===== src/ccfc_pkg.sv =====
// Purpose: constants and carrier types for the protocol field counter core
// Assumes: one 200 MHz clock, synchronous active-high reset
// Notes: preload figures are field lengths minus one, counted down to zero
// Behaviour
// Bus monitoring mode drives recessive on the transmit line.
// Destuffer takes receive pin, or looped-back stuffed data under secondary sampling.
// Bus monitoring mode feeds destuffer with stuffed data OR receive pin.
// Regular field transitions happen only in the process stage.
// Error frame request moves to error flag one clock after process, from anywhere.
// Field counter preloads in process stage and decrements by one per bit.
// Counter flags value one and value zero; field ends at zero.
// No counting in single-bit fields or unbounded fields like bus idle.
// Preloads: base identifier 10, extension 17, length code 3.
// Preloads: end of frame 7, interframe 2, suspend 7, integration 10; the core has no suspend state and PL_SUSP is never loaded.
// Data field preload follows payload length.
// CRC preload 14, 16 or 20 by CRC length.
// Stuff count with parity preloads 3.
// Error and overload flags preload 5.
// Error and overload delimiters preload 7.
// Reintegration loads 11 repeatedly, 128 times in total.
// Auxiliary up-counter counts from zero, once per bit, only in data field.
// Byte done at aux mod 8 zero, word done at aux mod 32 zero.
// Payload word index confined to 4 through 19.
// Word index is aux divided by 32 plus 4.
// Arbitration loss in process stage captures counter and sub-field type.
// Captured loss position readable through the capture register.
// Dominant bit during reintegration reloads 10 and restarts the run.
// Preload beats decrement in the same process cycle.
package ccfc_pkg;
   localparam int CNT_W = 9;
   localparam logic [8:0] PL_BASE_ID = 9'h00_0A;
   localparam logic [8:0] PL_EXT_ID = 9'h01_1;
   localparam logic [8:0] PL_DLC = 9'h00_3;
   localparam logic [8:0] PL_EOF = 9'h00_7;
   localparam logic [8:0] PL_IFS = 9'h00_2;
   localparam logic [8:0] PL_SUSP = 9'h00_7;
   localparam logic [8:0] PL_INTEG = 9'h00_A;
   localparam logic [8:0] PL_CRC15 = 9'h00_E;
   localparam logic [8:0] PL_CRC17 = 9'h01_0;
   localparam logic [8:0] PL_CRC21 = 9'h01_4;
   localparam logic [8:0] PL_STC = 9'h00_3;
   localparam logic [8:0] PL_FLAG = 9'h00_5;
   localparam logic [8:0] PL_DELIM = 9'h00_7;
   localparam logic [8:0] PL_REINT = 9'h00_B;
   localparam logic [8:0] PL_REINT_DOM = 9'h00_A;
   localparam logic [7:0] REINT_LAST = 8'h80;
   localparam logic [4:0] WORD_BASE = 5'h04;
   localparam logic [4:0] WORD_LAST = 5'h13;
   localparam logic [8:0] ONE = 9'h00_1;

   typedef enum logic [12:0] {
      CCFC_IDLE = 13'h0001, CCFC_BASE = 13'h0002, CCFC_IDE = 13'h0004,
      CCFC_EXT = 13'h0008, CCFC_DLC = 13'h0010, CCFC_DATA = 13'h0020,
      CCFC_STC = 13'h0040, CCFC_CRC = 13'h0080, CCFC_EOF = 13'h0100,
      CCFC_IFS = 13'h0200, CCFC_FLAG = 13'h0400, CCFC_DELIM = 13'h0800,
      CCFC_INTEG = 13'h1000
   } ccfc_state_t;

   typedef enum logic [1:0] {CCFC_CRC_15 = 2'h0, CCFC_CRC_17 = 2'h1,
      CCFC_CRC_21 = 2'h2} ccfc_crc_t;

   // Sub-field code kept in the capture register
   typedef enum logic [2:0] {CCFC_AL_BASE = 3'h1, CCFC_AL_SRR = 3'h2, CCFC_AL_IDE = 3'h3,
      CCFC_AL_EXT = 3'h4, CCFC_AL_RTR = 3'h5} ccfc_alfield_t;

   typedef struct packed {
      logic [8:0] position;
      ccfc_alfield_t field;
   } ccfc_alc_t;

   typedef struct packed {
      logic cnt_one;
      logic cnt_zero;
      logic byte_done;
      logic word_done;
      logic reint_done;
   } ccfc_flags_t;
endpackage


===== src/ccfc_core.sv =====
// Purpose: CAN core datapath muxes, field-timed protocol state and field counter
// Assumes: sample pulse marks the sample point; process stage is the following clock
// Notes: frame content, stuffing, CRC and fault confinement live outside this block
`timescale 1ns/100ps
module ccfc_core #(
   parameter int DATA_BITS_MAX = 512
) (
   input wire logic ref_clk_in, // 200 MHz clock
   input wire logic reset_in, // Synchronous reset, active high
   input wire logic can_rx_in, // Receive pin from transceiver
   output logic can_tx_out, // Transmit pin to transceiver
   input wire logic stuffed_tx_in, // Bit-stuffed transmit data
   output logic destuff_in_out, // Data feeding the destuffer
   input wire logic bus_mon_in, // Bus monitoring mode
   input wire logic ssp_used_in, // Secondary sample point in use
   input wire logic sample_in, // Sample point pulse
   input wire logic err_req_in, // Error frame request pulse
   input wire logic ovr_req_in, // Overload request, taken in process stage
   input wire logic sof_in, // Start of frame seen while idle
   input wire logic ide_in, // Identifier extension flag of current frame
   input wire logic fd_in, // FD frame with stuff count field
   input wire logic reint_in, // Reintegration after bus-off
   input wire logic enable_in, // Core enabled, integration starts
   input wire logic [8:0] data_bits_in, // Payload length in bits
   input wire ccfc_pkg::ccfc_crc_t crc_len_in, // CRC sequence length in use
   input wire logic arb_lost_in, // Arbitration loss, pulse in process stage
   input wire ccfc_pkg::ccfc_alfield_t al_field_in, // Arbitration sub-field being sent
   output ccfc_pkg::ccfc_state_t state_out, // Protocol field state
   output logic [8:0] field_cnt_out, // Field counter
   output ccfc_pkg::ccfc_flags_t flags_out, // Counter indications
   output logic [4:0] word_idx_out, // Payload word index in transmit buffer
   output logic word_idx_vld_out, // Word index inside payload window
   output ccfc_pkg::ccfc_alc_t arb_loss_capture_reg_out // Arbitration loss capture
);
   // Word window 4..19 only covers a 512 bit payload, so refuse anything else
   if (DATA_BITS_MAX != 512) begin : g_bad_max
      $error("DATA_BITS_MAX must be 512 to fit a 64 byte payload");
   end

   logic rx_s1_ff, rx_s2_ff;
   logic proc_ff, err_ff;
   logic [8:0] cnt_ff, nxt_cnt;
   logic [8:0] aux_ff, nxt_aux;
   logic [7:0] reint_ff, nxt_reint;
   ccfc_pkg::ccfc_state_t state_ff, nxt_state;
   ccfc_pkg::ccfc_alc_t alc_ff;
   logic bus_bit;
   logic cnt_zero, cnt_one, load;
   logic [8:0] load_val;
   logic [8:0] data_pl, crc_pl;
   logic counting, in_data;

   // Pin passes two flip-flops before use
   always_ff @(posedge ref_clk_in) begin
      if (reset_in) begin
         rx_s1_ff <= 1'b1;
         rx_s2_ff <= 1'b1;
      end else begin
         rx_s1_ff <= can_rx_in;
         rx_s2_ff <= rx_s1_ff;
      end
   end

   assign can_tx_out = bus_mon_in ? 1'b1 : stuffed_tx_in;
   assign destuff_in_out = bus_mon_in ? (stuffed_tx_in | rx_s2_ff) :
      (ssp_used_in ? stuffed_tx_in : rx_s2_ff);
   assign bus_bit = destuff_in_out;

   assign cnt_zero = (cnt_ff == '0);
   assign cnt_one = (cnt_ff == ccfc_pkg::ONE);
   assign data_pl = data_bits_in - ccfc_pkg::ONE;
   assign crc_pl = (crc_len_in == ccfc_pkg::CCFC_CRC_21) ? ccfc_pkg::PL_CRC21 :
      (crc_len_in == ccfc_pkg::CCFC_CRC_17) ? ccfc_pkg::PL_CRC17 : ccfc_pkg::PL_CRC15;
   assign in_data = (state_ff == ccfc_pkg::CCFC_DATA);
   // Single-bit and unbounded fields hold the counter still
   assign counting = (state_ff != ccfc_pkg::CCFC_IDLE) && (state_ff != ccfc_pkg::CCFC_IDE);

   // Next state and preload, evaluated only in the process stage
   always_comb begin
      nxt_state = state_ff;
      load = 1'b0;
      load_val = cnt_ff;
      nxt_reint = reint_ff;
      unique case (state_ff)
         ccfc_pkg::CCFC_IDLE: begin
            if (sof_in) begin
               nxt_state = ccfc_pkg::CCFC_BASE;
               load = 1'b1;
               load_val = ccfc_pkg::PL_BASE_ID;
            end
         end
         ccfc_pkg::CCFC_BASE: begin
            if (cnt_zero) begin
               nxt_state = ccfc_pkg::CCFC_IDE;
            end
         end
         ccfc_pkg::CCFC_IDE: begin
            load = 1'b1;
            nxt_state = ide_in ? ccfc_pkg::CCFC_EXT : ccfc_pkg::CCFC_DLC;
            load_val = ide_in ? ccfc_pkg::PL_EXT_ID : ccfc_pkg::PL_DLC;
         end
         ccfc_pkg::CCFC_EXT: begin
            if (cnt_zero) begin
               nxt_state = ccfc_pkg::CCFC_DLC;
               load = 1'b1;
               load_val = ccfc_pkg::PL_DLC;
            end
         end
         ccfc_pkg::CCFC_DLC: begin
            if (cnt_zero) begin
               load = 1'b1;
               if (data_bits_in != '0) begin
                  nxt_state = ccfc_pkg::CCFC_DATA;
                  load_val = data_pl;
               end else if (fd_in) begin
                  nxt_state = ccfc_pkg::CCFC_STC;
                  load_val = ccfc_pkg::PL_STC;
               end else begin
                  nxt_state = ccfc_pkg::CCFC_CRC;
                  load_val = crc_pl;
               end
            end
         end
         ccfc_pkg::CCFC_DATA: begin
            if (cnt_zero) begin
               load = 1'b1;
               nxt_state = fd_in ? ccfc_pkg::CCFC_STC : ccfc_pkg::CCFC_CRC;
               load_val = fd_in ? ccfc_pkg::PL_STC : crc_pl;
            end
         end
         ccfc_pkg::CCFC_STC: begin
            if (cnt_zero) begin
               nxt_state = ccfc_pkg::CCFC_CRC;
               load = 1'b1;
               load_val = crc_pl;
            end
         end
         ccfc_pkg::CCFC_CRC: begin
            if (cnt_zero) begin
               nxt_state = ccfc_pkg::CCFC_EOF;
               load = 1'b1;
               load_val = ccfc_pkg::PL_EOF;
            end
         end
         ccfc_pkg::CCFC_EOF, ccfc_pkg::CCFC_DELIM: begin
            if (cnt_zero) begin
               nxt_state = ccfc_pkg::CCFC_IFS;
               load = 1'b1;
               load_val = ccfc_pkg::PL_IFS;
            end
         end
         ccfc_pkg::CCFC_IFS: begin
            if (ovr_req_in) begin
               nxt_state = ccfc_pkg::CCFC_FLAG;
               load = 1'b1;
               load_val = ccfc_pkg::PL_FLAG;
            end else if (cnt_zero) begin
               nxt_state = ccfc_pkg::CCFC_IDLE;
            end
         end
         ccfc_pkg::CCFC_FLAG: begin
            if (cnt_zero) begin
               nxt_state = ccfc_pkg::CCFC_DELIM;
               load = 1'b1;
               load_val = ccfc_pkg::PL_DELIM;
            end
         end
         ccfc_pkg::CCFC_INTEG: begin
            if (reint_in && !bus_bit) begin
               load = 1'b1;
               load_val = ccfc_pkg::PL_REINT_DOM;
            end else if (!bus_bit) begin
               load = 1'b1;
               load_val = ccfc_pkg::PL_INTEG;
            end else if (cnt_zero) begin
               if (reint_in && reint_ff != ccfc_pkg::REINT_LAST) begin
                  nxt_reint = reint_ff + 8'h01;
                  load = 1'b1;
                  load_val = ccfc_pkg::PL_REINT;
               end else begin
                  nxt_state = ccfc_pkg::CCFC_IDLE;
                  nxt_reint = '0;
               end
            end
         end
      endcase
   end

   // Preload wins over decrement at a field boundary
   assign nxt_cnt = load ? load_val :
      ((counting && !cnt_zero) ? cnt_ff - ccfc_pkg::ONE : cnt_ff);
   assign nxt_aux = in_data ? aux_ff + ccfc_pkg::ONE : '0;

   always_ff @(posedge ref_clk_in) begin
      if (reset_in) begin
         proc_ff <= 1'b0;
         err_ff <= 1'b0;
      end else begin
         proc_ff <= sample_in;
         err_ff <= proc_ff && err_req_in;
      end
   end

   always_ff @(posedge ref_clk_in) begin
      if (reset_in || !enable_in) begin
         state_ff <= ccfc_pkg::CCFC_INTEG;
         cnt_ff <= ccfc_pkg::PL_INTEG;
         aux_ff <= '0;
         reint_ff <= '0;
      end else if (err_ff) begin
         state_ff <= ccfc_pkg::CCFC_FLAG;
         cnt_ff <= ccfc_pkg::PL_FLAG;
         aux_ff <= '0;
      end else if (proc_ff) begin
         state_ff <= nxt_state;
         cnt_ff <= nxt_cnt;
         aux_ff <= nxt_aux;
         reint_ff <= nxt_reint;
      end
   end

   always_ff @(posedge ref_clk_in) begin
      if (reset_in) begin
         alc_ff <= '0;
      end else if (proc_ff && arb_lost_in) begin
         alc_ff <= '{position: cnt_ff, field: al_field_in};
      end
   end

   assign word_idx_out = {1'b0, aux_ff[8:5]} + ccfc_pkg::WORD_BASE;
   assign word_idx_vld_out = in_data && (word_idx_out >= ccfc_pkg::WORD_BASE) &&
      (word_idx_out <= ccfc_pkg::WORD_LAST);
   assign state_out = state_ff;
   assign field_cnt_out = cnt_ff;
   assign arb_loss_capture_reg_out = alc_ff;
   assign flags_out = '{cnt_one: cnt_one, cnt_zero: cnt_zero,
      byte_done: in_data && (aux_ff[2:0] == 3'h0),
      word_done: in_data && (aux_ff[4:0] == 5'h00),
      reint_done: (reint_ff == ccfc_pkg::REINT_LAST)};
endmodule


===== config.mk =====
export PLATFORM = sky130hd
export DESIGN_NAME = ccfc_core
export DESIGN_NICKNAME = d
export VERILOG_FILES = /design/src/ccfc_pkg.sv /design/src/ccfc_core.sv
export SDC_FILE = /design/constraint.sdc
export NUM_CORES = 1
export LEC_CHECK = 0
export CORE_MARGIN = 5
export CORE_UTILIZATION = 50
export CTS_BUF_LIST = sky130_fd_sc_hd__clkbuf_8
export DETAILED_ROUTE_END_ITERATION = 10
export DONT_BUFFER_PORTS = 1
export SKIP_CTS_REPAIR_TIMING = 1
export SYNTH_ARGS = -nofsm -noshare
export SYNTH_HDL_FRONTEND = slang
export SYNTH_SLANG_ARGS = --single-unit

===== constraint.sdc =====
create_clock -name ref_clk_in -period 3.5 [get_ports ref_clk_in]
set_input_delay 0.525 -clock ref_clk_in [delete_from_list [all_inputs] [get_ports ref_clk_in]]
set_output_delay 0.525 -clock ref_clk_in [all_outputs]
set_load 0.1 [all_outputs]

==> results.ini <==
[outcome]
status=finished clean

[timing]
worstMarginPinSlew_ps=969
finalSetupViolCount=0
fin_skew_ps=10.6
rsz0062_at_grt=no
finalWorstPathRequiredPeriod_ps=3250
drv_slew=0
fin_crit_sh=0.929
hold_ws_ps=265
finalHoldViolCount=0
max_freq_ghz=0.308
timing.slew.headroom=0.353
fin_setup_tns_ps=0
fin_ws_ps=250

[clock_tree]
clock_path_buffers=2
cts_buffers=5
clkTransAtPathRegs_ps=110
cts_htree_levels=2
clock-sinks=55
clkLatencyLatePin_ps=320
clock-root-buffer=clkbuf_8
tritoncts=yes

[route]
ant_nets=0
drtIter0Drc=158
via_count=3359
drt_wl_total_um=9600
firstDrtPassIters=5
drc=0
wire_per_inst_um=16.5
viasPerCell=5.78

[synth]
ys_async_sr_fraction=0
synthesis.nets=509
yosysSeqAreaShare=0.302
post_synth.cell_area_avg_um2=7.82
synth_commonest_cells=nand2_1, dfxtp_1, nor2_1
yosys-top-cells-area=dfxtp_1, nand2_1, nor2_1, ha_1, xnor2_1
synthFlopType=dfxtp_1
syn_area_mm2=0.00365
ys_seq_elements=55
synth_edf_count=0
ys_warn_count=0
yosysTopAreaCellShare=0.302
yosys.cell_types.count=60
syn_inst=467
synth_top_cell_by_area=dfxtp_1
synth_most_common_cell=nand2_1

[floorplan]
die_h_um=95.4
core-area_mm2=0.00718
ios=76
start_util=0.509
die_area_mm2=0.00911
die_width_um=95.4
core.rowCount=31

[setup_path]
reg2reg_slack_ps=530
crit_arrival_ps=2730
crit_fanout=12
rr_endpoint=field_cnt_out[2]
endpoint_kind=output port
crit_type=reg2out
cp.required_ps=2970
startpoint_type=flop
r2r-start=state_out[5]
reg2reg_depth=7

[placed_design]
dpl.hpwl_um=7440
place_area_mm2=0.00402
gp_congestion=0.893
dp_slack_ps=618
port-buffer-count=0

[hold_path]
min-delay-start=reset_in
whs_endpoint=arb_loss_capture_reg_out[4]
min_path_cells=1
hp-class=in2reg

[cells_and_area]
fillers=709
final_util=0.575
multi_input_area_mm2=0.00239
area_growth_pct=13.0
register_area_mm2=0.00112
drive_above_1_share=0.154
design_area_mm2=0.00412
antenna_cells=0
final_nets=523

[grt]
grt_pass1_wl_um=15500
grt_max_degree=26
grt_pass1_vias=3142
use_met2=0.363
grt.busiest_layer=met2
grt_overflow_total=0
antenna_found_initial=0
grtUsageMet1=0.280
track_usage=0.214
use_met3=0.0363

[power_and_ir_drop]
p_leak_uw=0.00154
peakVddDrop_mv=0.164
power.density_mw_per_mm2=283

[flow_run]
maxCapViolCount=0

==> per-stage QoR <==
| stage | cells | total power [µW] |
|---|---|---|
| 3_3_place_gp | 573 | 793 |
| 3_5_place_dp | 573 | 795 |
| 6_report | 581 | 1170 |
| 5_1_grt | 581 | 1210 |
| 2_1_floorplan | 467 | 771 |
| 4_1_cts | 581 | 1180 |
==> report_power, final <==
group | internal [µW] | total [µW] | switching, µW | leakage [µW]
Sequential | 631 | 657 | 25.5 | 0.000449
Combinational | 36.2 | 124 | 87.6 | 0.00105
Clock | 162 | 386 | 224 | 0.0000474
==> registers in the layout (all words and copies together) (netlist names) <==
register and cells:
aux_ff 9, reint_ff 8, proc_ff 1, arb_loss_capture_reg_out 12, rx_s2_ff 1, err_ff 1, state_out 13, rx_s1_ff 1
field_cnt_out 9
==> worst max-delay path by stage <==
| stage | from | to | cells after the start |
|---|---|---|---|
| after global routing | state_out[2] | flags_out[1] | 6 |
| after CTS | state_out[2] | flags_out[1] | 6 |
| after detailed placement | state_out[2] | flags_out[1] | 6 |
| after global placement | state_out[5] | state_out[0] | 7 |
| after floorplan | state_out[2] | flags_out[1] | 6 |
| final | state_out[2] | flags_out[1] | 6 |
==> cells by family (layout without fill, tap and decap cells) <==
| kind of cell | count (synthesis) | in the layout | synth area share |
|---|---|---|---|
| AND/OR/NAND/NOR | 218 | 218 | 0.322 |
| AO/OA/AOI/OAI | 85 | 85 | 0.160 |
| flip-flops | 55 | 55 | 0.302 |
| buffers and inverters | 53 | 68 | 0.0631 |
| XOR/XNOR | 30 | 30 | 0.0720 |
| adder cells (fa/ha/maj) | 13 | 13 | 0.0446 |
| multiplexers | 13 | 13 | 0.0363 |
==> critical path: stages, from the launching register on <==
cell	delay (ps)
dfxtp_4	500
nor4_4	590
nand4_1	230
or3_4	420
nor3b_4	210
nor3b_4	250
buf_12	200
==> cells in the final DEF (no fill, tap or decap), drive strengths merged, types with 15 or more instances in the layout <==
cell and count:
nand2 57, dfxtp 55, nor2 48, buf 32, inv 27, a21oi 23, o21ai 18, xnor2 15
xor2 15
==> cell type report <==
cell class / instances / area share
Inverter: 27 / 0.0246
Clock inverter: 2 / 0.00395
Clock buffer: 6 / 0.0200
Tap cell: 99 / 0.0300
Timing Repair Buffer: 33 / 0.0704
Sequential cell: 55 / 0.271
Multi-Input combinational cell: 359 / 0.580
==> routing by layer <==
layer	share of wire	up-vias
li1	-	1682
met1	0.44	1575
met2	0.49	96
met3	0.071	6
met4	0.0075	0
met5	0	-
No activity file was read; power rests on OpenSTA's default activity.
